<file path="src/verilog/plc_params.svh">
`ifndef PLC_PARAMS_SVH
`define PLC_PARAMS_SVH
`define PLC_OFS_LINK_CONFIG   12'h530
`define PLC_OFS_LINK_STATE    12'h540
`define PLC_OFS_PRBS_SEED     12'h55C
`define PLC_BIT_LEGACY        8
`define PLC_BIT_XLINK_DIS     11
`define PLC_BIT_SPEED_CTL     14
`define PLC_BIT_RETRAIN       31
`define PLC_RST_LEGACY        1'h0
`define PLC_RST_XLINK_DIS     1'h0
`define PLC_RST_SPEED_DOWN    1'h0
`define PLC_RST_SPEED_OTHER   1'h1
`define PLC_RST_SEED          16'hFFFF
`define PLC_RETRAIN_DELAY_NS  1000000
`define PLC_CLK_PERIOD_NS     25
`define PLC_RETRAIN_CYCLES    (`PLC_RETRAIN_DELAY_NS / `PLC_CLK_PERIOD_NS)
`define PLC_RESP_OKAY         2'h0
`define PLC_RESP_SLVERR       2'h2
`endif

</file>
<file path="src/verilog/plc_pkg.sv">
package plc_pkg;
   typedef struct packed {
      logic        legacy_compat_enable;
      logic        crosslink_disable;
      logic        initial_speed_change_ctl;
   } plc_ctrl_t;

   typedef struct packed {
      logic        prbs_load;
      logic [15:0] prbs_seed;
      logic [15:0] prbs_value;
   } plc_prbs_t;

   typedef enum logic [1:0] {
      PLC_RT_IDLE = 2'b00,
      PLC_RT_RESP = 2'b01,
      PLC_RT_WAIT = 2'b10,
      PLC_RT_FIRE = 2'b11
   } plc_rt_state_t;
endpackage

</file>
<file path="src/verilog/plc_link_regs.sv">
`timescale 1ns/1ps
`include "plc_params.svh"
module plc_link_regs #(
   parameter int unsigned RETRAIN_CYCLES = `PLC_RETRAIN_CYCLES
) (
   // Clock and reset
   input  wire logic              clk,
   input  wire logic              rst_n,
   // Port mode, static from reset
   input  wire logic              port_is_downstream,
   // AXI4-Lite write
   input  wire logic [11:0]       s_axi_awaddr,
   input  wire logic              s_axi_awvalid,
   output logic                   s_axi_awready,
   input  wire logic [31:0]       s_axi_wdata,
   input  wire logic [3:0]        s_axi_wstrb,
   input  wire logic              s_axi_wvalid,
   output logic                   s_axi_wready,
   output logic [1:0]             s_axi_bresp,
   output logic                   s_axi_bvalid,
   input  wire logic              s_axi_bready,
   // AXI4-Lite read
   input  wire logic [11:0]       s_axi_araddr,
   input  wire logic              s_axi_arvalid,
   output logic                   s_axi_arready,
   output logic [31:0]            s_axi_rdata,
   output logic [1:0]             s_axi_rresp,
   output logic                   s_axi_rvalid,
   input  wire logic              s_axi_rready,
   // PHY controls
   output plc_pkg::plc_ctrl_t     phy_ctrl,
   output logic                   ltssm_to_detect,
   output plc_pkg::plc_prbs_t     phy_prbs
);
   import plc_pkg::*;

   logic [11:0]   aw_addr_q;
   logic          aw_have_q;
   logic [31:0]   w_data_q;
   logic [3:0]    w_strb_q;
   logic          w_have_q;
   logic          legacy_q;
   logic          xlink_dis_q;
   logic          speed_ctl_q;
   logic [1:0]    init_cnt_q;
   logic          mode_meta_q;
   logic          mode_sync_q;
   logic [15:0]   seed_q;
   logic [15:0]   lfsr_q;
   logic          lfsr_load_q;
   logic          retrain_req;
   logic [31:0]   rt_cnt_q;
   logic          detect_q;
   logic          down_q;
   plc_rt_state_t rt_state_q;
   logic          wr_go;
   logic          wr_hit_cfg;
   logic          wr_hit_state;
   logic          wr_hit_seed;
   logic [15:0]   seed_d;
   logic [31:0]   seed_wmask;
   logic          seed_chg;

   function automatic logic [31:0] plc_mask(input logic [3:0] strb);
      plc_mask = {{8{strb[3]}}, {8{strb[2]}}, {8{strb[1]}}, {8{strb[0]}}};
   endfunction

   function automatic logic plc_mapped(input logic [11:0] a);
      plc_mapped = (a == `PLC_OFS_LINK_CONFIG) || (a == `PLC_OFS_LINK_STATE)
                   || (a == `PLC_OFS_PRBS_SEED);
   endfunction

   // Write address and data, taken in either order
   assign wr_go = aw_have_q && w_have_q && !s_axi_bvalid;
   assign wr_hit_cfg   = wr_go && (aw_addr_q == `PLC_OFS_LINK_CONFIG);
   assign wr_hit_state = wr_go && (aw_addr_q == `PLC_OFS_LINK_STATE);
   assign wr_hit_seed  = wr_go && (aw_addr_q == `PLC_OFS_PRBS_SEED);
   assign retrain_req  = wr_hit_state && w_strb_q[3]
                         && w_data_q[`PLC_BIT_RETRAIN];
   assign seed_wmask = plc_mask(w_strb_q);
   assign seed_d = (seed_q & ~seed_wmask[15:0]) |
                   (w_data_q[15:0] & seed_wmask[15:0]);
   assign seed_chg = wr_hit_seed && (seed_d != seed_q);

   always_ff @(posedge clk or negedge rst_n) begin
      if (!rst_n) begin
         aw_have_q     <= 1'b0;
         aw_addr_q     <= 12'h000;
         s_axi_awready <= 1'b0;
      end else begin
         s_axi_awready <= 1'b0;
         if (s_axi_awvalid && !aw_have_q && !s_axi_awready) begin
            aw_have_q     <= 1'b1;
            aw_addr_q     <= {s_axi_awaddr[11:2], 2'b00};
            s_axi_awready <= 1'b1;
         end else if (wr_go) begin
            aw_have_q <= 1'b0;
         end
      end
   end

   always_ff @(posedge clk or negedge rst_n) begin
      if (!rst_n) begin
         w_have_q     <= 1'b0;
         w_data_q     <= 32'h0000_0000;
         w_strb_q     <= 4'h0;
         s_axi_wready <= 1'b0;
      end else begin
         s_axi_wready <= 1'b0;
         if (s_axi_wvalid && !w_have_q && !s_axi_wready) begin
            w_have_q     <= 1'b1;
            w_data_q     <= s_axi_wdata;
            w_strb_q     <= s_axi_wstrb;
            s_axi_wready <= 1'b1;
         end else if (wr_go) begin
            w_have_q <= 1'b0;
         end
      end
   end

   always_ff @(posedge clk or negedge rst_n) begin
      if (!rst_n) begin
         s_axi_bvalid <= 1'b0;
         s_axi_bresp  <= `PLC_RESP_OKAY;
      end else if (wr_go) begin
         s_axi_bvalid <= 1'b1;
         s_axi_bresp  <= plc_mapped(aw_addr_q) ? `PLC_RESP_OKAY
                                               : `PLC_RESP_SLVERR;
      end else if (s_axi_bready) begin
         s_axi_bvalid <= 1'b0;
      end
   end

   // Two-stage synchroniser for the mode strap
   always_ff @(posedge clk or negedge rst_n) begin
      if (!rst_n) begin
         mode_meta_q <= 1'b0;
         mode_sync_q <= 1'b0;
      end else begin
         mode_meta_q <= port_is_downstream;
         mode_sync_q <= mode_meta_q;
      end
   end

   // Settling count, synchroniser output valid from two
   always_ff @(posedge clk or negedge rst_n) begin
      if (!rst_n) begin
         init_cnt_q <= 2'h0;
      end else if (init_cnt_q != 2'h3) begin
         init_cnt_q <= init_cnt_q + 2'h1;
      end
   end

   // Port mode taken once the synchroniser has settled
   always_ff @(posedge clk or negedge rst_n) begin
      if (!rst_n) begin
         down_q <= 1'b0;
      end else if (init_cnt_q != 2'h3) begin
         down_q <= mode_sync_q;
      end
   end

   // Control bits sit in byte one only
   always_ff @(posedge clk or negedge rst_n) begin
      if (!rst_n) begin
         legacy_q    <= `PLC_RST_LEGACY;
         xlink_dis_q <= `PLC_RST_XLINK_DIS;
         speed_ctl_q <= `PLC_RST_SPEED_OTHER;
      end else if (init_cnt_q != 2'h3) begin
         speed_ctl_q <= mode_sync_q ? `PLC_RST_SPEED_DOWN
                                    : `PLC_RST_SPEED_OTHER;
      end else if (wr_hit_cfg) begin
         if (w_strb_q[1]) begin
            legacy_q    <= w_data_q[`PLC_BIT_LEGACY];
            xlink_dis_q <= w_data_q[`PLC_BIT_XLINK_DIS];
            speed_ctl_q <= w_data_q[`PLC_BIT_SPEED_CTL];
         end
      end
   end

   always_ff @(posedge clk or negedge rst_n) begin
      if (!rst_n) begin
         seed_q      <= `PLC_RST_SEED;
         lfsr_load_q <= 1'b0;
      end else begin
         lfsr_load_q <= 1'b0;
         // Same value written leaves the counter running
         if (seed_chg) begin
            seed_q      <= seed_d;
            lfsr_load_q <= 1'b1;
         end
      end
   end

   // PRBS counter, x^16+x^15+x^13+x^4+1
   always_ff @(posedge clk or negedge rst_n) begin
      if (!rst_n) begin
         lfsr_q <= `PLC_RST_SEED;
      end else if (seed_chg) begin
         lfsr_q <= seed_d;
      end else begin
         lfsr_q <= {lfsr_q[14:0],
                    lfsr_q[15] ^ lfsr_q[14] ^ lfsr_q[12] ^ lfsr_q[3]};
      end
   end

   // Retrain sequencer: response first, then Detect
   always_ff @(posedge clk or negedge rst_n) begin
      if (!rst_n) begin
         rt_state_q <= PLC_RT_IDLE;
         rt_cnt_q   <= 32'h0000_0000;
         detect_q   <= 1'b0;
      end else begin
         detect_q <= 1'b0;
         case (rt_state_q)
            PLC_RT_IDLE: begin
               if (retrain_req) begin
                  rt_state_q <= PLC_RT_RESP;
               end
            end
            PLC_RT_RESP: begin
               if (s_axi_bvalid && s_axi_bready) begin
                  rt_cnt_q   <= 32'h0000_0000;
                  rt_state_q <= down_q ? PLC_RT_FIRE : PLC_RT_WAIT;
               end
            end
            PLC_RT_WAIT: begin
               rt_cnt_q <= rt_cnt_q + 32'h0000_0001;
               if (rt_cnt_q >= RETRAIN_CYCLES - 1) begin
                  rt_state_q <= PLC_RT_FIRE;
               end
            end
            PLC_RT_FIRE: begin
               detect_q   <= 1'b1;
               rt_state_q <= PLC_RT_IDLE;
            end
            default: rt_state_q <= PLC_RT_IDLE;
         endcase
      end
   end

   // Read channel
   always_ff @(posedge clk or negedge rst_n) begin
      if (!rst_n) begin
         s_axi_arready <= 1'b0;
         s_axi_rvalid  <= 1'b0;
         s_axi_rdata   <= 32'h0000_0000;
         s_axi_rresp   <= `PLC_RESP_OKAY;
      end else begin
         s_axi_arready <= 1'b0;
         if (s_axi_rvalid && s_axi_rready) begin
            s_axi_rvalid <= 1'b0;
         end else if (s_axi_arvalid && !s_axi_rvalid && !s_axi_arready) begin
            s_axi_arready <= 1'b1;
            s_axi_rvalid  <= 1'b1;
            s_axi_rresp   <= `PLC_RESP_OKAY;
            s_axi_rdata   <= 32'h0000_0000;
            case ({s_axi_araddr[11:2], 2'b00})
               `PLC_OFS_LINK_CONFIG: begin
                  s_axi_rdata[`PLC_BIT_LEGACY]    <= legacy_q;
                  s_axi_rdata[`PLC_BIT_XLINK_DIS] <= xlink_dis_q;
                  s_axi_rdata[`PLC_BIT_SPEED_CTL] <= speed_ctl_q;
               end
               `PLC_OFS_LINK_STATE: s_axi_rdata <= 32'h0000_0000;
               `PLC_OFS_PRBS_SEED: s_axi_rdata[15:0] <= seed_q;
               default: s_axi_rresp <= `PLC_RESP_SLVERR;
            endcase
         end
      end
   end

   // Registered outputs to PHY
   always_ff @(posedge clk or negedge rst_n) begin
      if (!rst_n) begin
         phy_ctrl        <= '{`PLC_RST_LEGACY, `PLC_RST_XLINK_DIS,
                              `PLC_RST_SPEED_OTHER};
         ltssm_to_detect <= 1'b0;
         phy_prbs        <= '{1'b0, `PLC_RST_SEED, `PLC_RST_SEED};
      end else begin
         phy_ctrl.legacy_compat_enable     <= legacy_q;
         phy_ctrl.crosslink_disable        <= xlink_dis_q;
         phy_ctrl.initial_speed_change_ctl <= speed_ctl_q;
         ltssm_to_detect                   <= detect_q;
         phy_prbs.prbs_load                <= lfsr_load_q;
         phy_prbs.prbs_seed                <= seed_q;
         phy_prbs.prbs_value               <= lfsr_q;
      end
   end
endmodule // plc_link_regs

</file>
<file path="config.mk">
export PLATFORM = sky130hd
export DESIGN_NAME = plc_link_regs
export DESIGN_NICKNAME = d
export VERILOG_FILES = /design/src/verilog/plc_pkg.sv /design/src/verilog/plc_link_regs.sv
export VERILOG_INCLUDE_DIRS = /design/src /design/src/verilog
export SDC_FILE = /design/constraint.sdc
export NUM_CORES = 1
export LEC_CHECK = 0
export BUFFER_PORTS_ARGS = -buffer_cell sky130_fd_sc_hd__clkbuf_2
export CELL_PAD_IN_SITES_DETAIL_PLACEMENT = 1
export CELL_PAD_IN_SITES_GLOBAL_PLACEMENT = 2
export CORE_UTILIZATION = 33
export CTS_BUF_LIST = sky130_fd_sc_hd__clkbuf_8 sky130_fd_sc_hd__clkbuf_16
export DETAILED_ROUTE_END_ITERATION = 16
export PLACE_DENSITY = 0.78
export SYNTH_ARGS = -nofsm -noshare
export SYNTH_HDL_FRONTEND = slang
export SYNTH_SLANG_ARGS = --single-unit
</file>
<file path="constraint.sdc">
create_clock -name clk -period 2.2 [get_ports clk]
set_input_delay 0.22 -clock clk [delete_from_list [all_inputs] [get_ports clk]]
set_output_delay 0.22 -clock clk [all_outputs]
set_load 0.01 [all_outputs]
</file>
==> impl_metrics.py, run 1 <==
metrics = {
    "outcome": {
        "status": "finished clean",
    },
    "setup_path": {
        "crit_start": "seed_q[8]",
        "cp-start-kind": "flip-flop",
        "crit_fanout": 8,
        "rr_startpoint": "seed_q[8]",
        "critPathMaxStageDelay_ns": 0.61,
        "reg2reg_slack_ns": 0.07,
        "cp_top_family": "flip-flops",
        "worstPathArrival_ns": 2.49,
        "critPathKind": "flip-flop to flip-flop",
        "critPathBufInv": 1,
        "cpMaxStageDelayCell": "dfstp_2",
        "worstPathCellList": "xor2_2 -> or4_4 -> a221oi_4 -> buf_12 -> mux2_4",
        "required_ns": 2.56,
        "endpoint_kind": "flip-flop",
    },
    "clock_network": {
        "cts_buffers": 17,
        "cts.sinks": 168,
        "clk_latency_ns": 0.43,
        "clockRootBuffer": "clkbuf_16",
        "cts_htree_levels": 4,
        "cts_tree": "done",
        "clk_pin_slew_ns": 0.07,
        "clock_path_buffers": 2,
    },
    "yosys": {
        "ys_types": 60,
        "synth.yosys.warnings": 0,
        "syn_area_per_cell_sq_um": 12.16,
        "ys_seq_area_share_pct": 58.34,
        "synth_ff_type": "dfrtp_1",
        "synth_area_sq_um": 7347,
        "syn_inst": 604,
        "ys_ff_latch": 168,
        "ys_async_sr_fraction_pct": 100.0,
        "synth_edf_count": 0,
    },
    "global_route": {
        "grt_pass1_wl_um": 28670,
        "grt_usage_pct": 16.42,
        "use_met2_pct": 28.40,
        "grt.busiest_layer": "met2",
        "grt_pass1_vias": 5455,
        "antenna_found_initial": 0,
        "grt_use_met3_pct": 4.157,
        "grt_max_degree": 49,
        "overflow": 0,
        "grtUsageMet1_pct": 19.92,
    },
    "sta": {
        "fin_crit_ns": 2.125,
        "drv_slew": 0,
        "period_share_pct": 96.60,
        "fmax_mhz": 470.5,
        "skew_ns": 0.01310,
        "rsz0062_at_grt": "true",
        "tightestPinTransition_ns": 0.5561,
        "timing.hold.ws_ns": 0.01726,
        "max-slew-margin-rel_pct": 62.70,
        "setup_viol": 0,
        "final-hold-violation-count": 0,
    },
    "final_layout": {
        "final_cell_area_sq_um": 9255,
        "area_growth_pct": 25.97,
        "fin_nets": 841,
        "diodes": 0,
        "final_common_cell": "clkbuf_2",
        "final_cell_mix": "clkbuf_2, dfrtp_1, dfstp_2, mux2_2, nand2_1",
        "drive_above_1_share_pct": 43.77,
    },
    "die": {
        "core_area_sq_um": 21820,
        "dieArea_sq_um": 22860,
        "io_pins": 146,
        "die_width_um": 151.2,
        "die_h_um": 151.2,
        "rows": 54,
        "start_util_pct": 33.67,
    },
    "place": {
        "numPortBuffers": 107,
        "hpwlAfterDp_um": 13000,
        "place_congestion": 0.8130,
        "dpl_cell_area_sq_um": 8499,
    },
    "detailed_routing": {
        "ant_nets": 0,
        "avgViaCountPerCell": 4.842,
        "vias": 5128,
        "drcViolationCount": 0,
        "drtIter0Drc": 121,
        "wl_per_cell_um": 16.97,
        "dr.pass1.iters": 4,
        "routed_wl_um": 17970,
    },
    "job": {
        "max_cap_viol_count": 0,
    },
    "power_and_ir_drop": {
        "cellLeakagePower_nw": 4.250,
        "powerDensity_nw_per_um2": 1099,
        "ir_drop_mv": 0.6035,
    },
    "min_path": {
        "hold_class": "primary input to flip-flop",
        "hold_path_startpoint": "s_axi_rready",
    },
}
path summary, 6_finish.rpt:
path,to,cells after the start
max in group asynchronous,lfsr_q[4],3
min in group asynchronous,s_axi_rdata[12],2
worst min register to register,ltssm_to_detect,0
worst max register to register,seed_q[4],5
worst min-delay path,s_axi_rvalid,2
worst max-delay path,seed_q[4],5
repair_timing:
action	in CTS	in global routing
setup buffers	0	5
setup endpoints to repair	28	36
hold buffers	4	0
hold endpoints to repair	32	0
pin swaps	0	6
resized for setup	3	16
sequential cells by signal, indices dropped and copies added, names as in the netlist, 2 cells and up:
register,flops
w_strb_q,3
w_data_q,17
phy_prbs,33
aw_addr_q,10
s_axi_rdata,16
rt_state_q,2
init_cnt_q,2
rt_cnt_q,32
lfsr_q,16
seed_q,16
phy_ctrl,3
cells in the mapped netlist, drive strengths merged, types with 2 or more instances:
| master | n | area [sq um] |
|---|---|---|
| a22oi | 2 | 15.01 |
| ha | 7 | 87.58 |
| nand2 | 58 | 217.7 |
| buf | 21 | 148.9 |
| and3b | 2 | 17.52 |
| nor3b | 4 | 30.03 |
| o21ai | 27 | 135.1 |
| clkbuf | 12 | 45.04 |
| inv | 19 | 71.32 |
| or4 | 3 | 26.27 |
| a211oi | 2 | 15.01 |
| a21o | 5 | 37.54 |
| a221oi | 4 | 52.56 |
| o41ai | 4 | 61.32 |
| and4bb | 2 | 25.02 |
| o31ai | 3 | 22.52 |
| a21oi | 11 | 55.05 |
| and4 | 5 | 43.79 |
| a31oi | 2 | 12.51 |
| and3 | 4 | 25.02 |
| a41oi | 2 | 43.80 |
| xor2 | 24 | 210.2 |
| nand3b | 2 | 15.01 |
| nand2b | 3 | 18.77 |
| nand3 | 30 | 150.1 |
| mux2i | 6 | 60.06 |
| nor4 | 7 | 43.79 |
| nor2 | 36 | 135.1 |
| a2111oi | 2 | 17.52 |
| dfstp | 66 | 1734 |
| nor4b | 2 | 17.52 |
| o22ai | 4 | 25.02 |
| nand4 | 12 | 75.07 |
| mux2 | 71 | 822.0 |
| dfrtp | 102 | 2552 |
| xnor2 | 8 | 70.07 |
| or2 | 2 | 12.51 |
| nor2b | 7 | 43.79 |
| o41a | 2 | 22.52 |
| or3 | 7 | 43.79 |
| nor3 | 3 | 15.01 |
layer usage:
layer	wire, um	vias up
met2	9142	108
li1	-	2415
met5	0	-
met1	7807	2587
met3	769	18
met4	248	0
through the flow:
step	utilization (%)	std cells	TNS [ns]	setup slack (ns)	power, mW
floorplan	-	621	0	0.0008815	5.859
global placement	38.95	1018	-0.3358	-0.04175	6.913
detailed placement	38.95	1018	-0.5400	-0.06869	7.051
CTS	41.93	1054	0	0.002190	10.18
global route	42.41	1059	-0.02134	-0.008307	10.73
finish	42.41	1059	0	0.07472	10.17
kinds of logic (layout without fill, tap and decap cells):
logic type | after synthesis | in the layout | share of synthesized area, %
other | 1 | 18 | 0.05104
adder cells (fa/ha/maj) | 7 | 7 | 1.192
flip-flops | 168 | 168 | 58.34
AND/OR/NAND/NOR | 192 | 192 | 13.42
multiplexers | 77 | 77 | 12.01
XOR/XNOR | 32 | 32 | 3.815
buffers and inverters | 53 | 211 | 3.661
AO/OA/AOI/OAI | 74 | 74 | 7.510
layout make-up:
| cell class | count | area, sq um |
|---|---|---|
| Multi-Input combinational cell | 400 | 2940 |
| Sequential cell | 168 | 4287 |
| Clock inverter | 14 | 155.1 |
| Timing Repair Buffer | 159 | 1008 |
| Clock buffer | 18 | 439.2 |
| Tap cell | 280 | 350.3 |
| Fill cell | 2378 | 12570 |
| Inverter | 20 | 75.07 |
report_power, final:
part / total (mW) / switching (mW) / internal [mW]
sequential: 4.25 / 0.472 / 3.78
combinational: 2.89 / 1.51 / 1.38
clock: 3.02 / 1.38 / 1.65
(Power assumes the default switching activity.)
==> run 2: changes to the inputs <==
- PLACE_DENSITY: 0.78 -> 0.86
==> run 2 against run 1 <==
- global-route usage increased by 0.28 points
- via count grew 3.2%
- setup slack got worse by 0.038 ns
- power decreased by 0.30%
- combinational power decreased by 1%
- first-iteration DRC count rose by 53%
- routed wire length rose by 0.90%
- clock skew increased by 0.0068 ns
- count of clock-buffer cells in the layout shrank 1
- fmax down 1.8%
- register-to-register slack worse by 0.04 ns
- non-clock buffer count up 17
- critical path type unchanged
==> impl_metrics.py, run 2 (synthesis results as in run 1) <==
metrics = {
    "global_route": {
        "overflow": 0,
        "antenna_found_initial": 0,
        "grt.busiest_layer": "met2",
        "grt_pass1_wl_um": 29090,
        "grt_usage_pct": 16.70,
        "grt_max_degree": 46,
        "grt_use_met3_pct": 4.006,
        "grt_pass1_vias": 5463,
        "grtUsageMet1_pct": 21.31,
        "use_met2_pct": 28.42,
    },
    "min_path": {
        "holdPathEnd": "aw_addr_q[7]",
        "hold_depth": 2,
        "hold_class": "primary input to flip-flop",
        "hold_path_startpoint": "s_axi_awaddr[7]",
    },
    "setup_path": {
        "critPathKind": "flip-flop to flip-flop",
        "r2r_end": "seed_q[7]",
        "required_ns": 2.56,
        "reg2reg_slack_ns": 0.04,
        "critPathMaxStageDelay_ns": 0.60,
        "rr_startpoint": "seed_q[8]",
        "cp-start-kind": "flip-flop",
        "worstPathArrival_ns": 2.52,
        "cpMaxStageDelayCell": "dfstp_2",
        "worstPathCellList": "xor2_2 -> or4_4 -> a221oi_4 -> buf_6 -> mux2_4",
        "r2r_cells": 5,
        "crit_fanout": 4,
        "endpoint_kind": "flip-flop",
    },
    "clock_network": {
        "cts_tree": "done",
        "cts_htree_levels": 4,
        "clk_latency_ns": 0.44,
        "cts_buffers": 17,
        "cts.sinks": 168,
        "clock_path_buffers": 2,
        "clockRootBuffer": "clkbuf_16",
        "clk_pin_slew_ns": 0.08,
    },
    "final_layout": {
        "fin_nets": 858,
        "area_growth_pct": 27.50,
        "final_common_cell": "clkbuf_2",
        "diodes": 0,
        "largest_register_ffs": 33,
        "drive_above_1_share_pct": 44.10,
        "largestRegisters": "phy_prbs (33), rt_cnt_q (32), w_data_q (17)",
        "instances_no_fill": 1076,
        "final_cell_area_sq_um": 9368,
        "fillers": 2373,
        "final_cell_mix": "clkbuf_2, dfrtp_1, dfstp_2, mux2_2, nand2_1",
        "regMostFlops": "phy_prbs",
    },
    "job": {
        "max_cap_viol_count": 0,
    },
    "power_and_ir_drop": {
        "powerDensity_nw_per_um2": 1082,
        "cellLeakagePower_nw": 4.322,
        "ir_drop_mv": 0.5141,
    },
    "die": {
        "rows": 54,
        "die_width_um": 151.2,
        "io_pins": 146,
        "core_area_sq_um": 21820,
        "dieArea_sq_um": 22860,
        "die_h_um": 151.2,
        "start_util_pct": 33.67,
    },
    "sta": {
        "setup_viol": 0,
        "fin_crit_ns": 2.163,
        "period_share_pct": 98.33,
        "final-hold-violation-count": 0,
        "skew_ns": 0.01994,
        "fmax_mhz": 462.3,
        "max-slew-margin-rel_pct": 60.80,
        "tightestPinTransition_ns": 0.5843,
        "drv_slew": 0,
        "rsz0062_at_grt": "true",
    },
    "detailed_routing": {
        "ant_nets": 0,
        "vias": 5292,
        "routed_wl_um": 18130,
        "wl_per_cell_um": 16.85,
        "drcViolationCount": 0,
        "avgViaCountPerCell": 4.918,
        "dr.pass1.iters": 4,
        "drtIter0Drc": 185,
    },
    "place": {
        "place_congestion": 0.7554,
        "dpl_cell_area_sq_um": 8504,
        "place_inst": 1023,
        "hpwlAfterDp_um": 12730,
        "numPortBuffers": 107,
    },
    "outcome": {
        "status": "finished clean",
    },
}
==> run 2: changes by cell type in the layout (fill, tap and decap cells not counted), moves of 2 or more <==
cell	delta
clkinv_8	+4
a2111oi_2	+2
buf_6	+3
nor2b_2	-2
ha_2	-2
buf_12	-3
nor2b_1	+2
dlygate4sd3_1	+7
o41ai_2	+2
buf_4	+9
==> run 2: power breakdown <==
group,total [mW],switching [mW],internal [mW]
Combinational,2.85,1.45,1.39
Sequential,4.30,0.516,3.78
Clock,3.00,1.46,1.53
==> run 2: layout make-up <==
cell class,instances,area [sq um],share of cell area [%]
clock buffer,17,425.4,4.541
clock inverter,15,176.4,1.883
inverter,20,75.07,0.8014
timing repair buffer,176,1125,12.01
sequential,168,4287,45.76
tap,280,350.3,3.740
multi-input combinational,400,2929,31.27
==> run 2: timing repair <==
action / CTS / global route
setup buffers: 0 / 9
pin swaps: 0 / 8
hold buffers: 11 / 0
hold endpoints to repair: 36 / 0
endpoints found under the setup margin: 7 / 32
gates cloned: 0 / 1
gates resized for setup: 2 / 15
==> run 2: critical path: cells and delay by family, from the launching register on <==
family	cells	cell delay, ns
AND/OR/NAND/NOR	1	0.56
XOR/XNOR	1	0.11
buffers and inverters	1	0.18
AO/OA/AOI/OAI	1	0.33
flip-flops	1	0.60
multiplexers	1	0.30
==> run 2: metal layers <==
metal / up-vias / share of wire, %
li1: 2462 / -
met1: 2695 / 45
met2: 122 / 50
met3: 13 / 4.6
met4: 0 / 0.69
met5: - / 0
==> run 2: through the flow <==
step | util, % | power [mW] | hold slack (ns) | setup TNS [ns] | setup slack [ns]
2_1_floorplan | - | 5.859 | -0.07559 | 0 | 0.0008815
3_3_place_gp | 38.97 | 6.952 | 0.1801 | 0 | 0.0006235
3_5_place_dp | 38.97 | 7.048 | 0.1779 | -0.00009703 | -0.00009703
4_1_cts | 42.24 | 10.15 | 0.002152 | -0.02068 | -0.01164
5_1_grt | 42.93 | 10.73 | 0.005131 | -0.09153 | -0.03872
6_report | 42.93 | 10.14 | 0.02125 | 0 | 0.03676
==> run 2: worst max path at each step <==
stage	start	end
2_1_floorplan	seed_q[12]	seed_q[0]
3_3_place_gp	rt_state_q[0]	rt_state_q[1]
5_1_grt	rt_state_q[0]	rt_state_q[1]
3_5_place_dp	rt_state_q[0]	rt_state_q[1]
4_1_cts	seed_q[15]	seed_q[7]
6_report	seed_q[8]	seed_q[7]
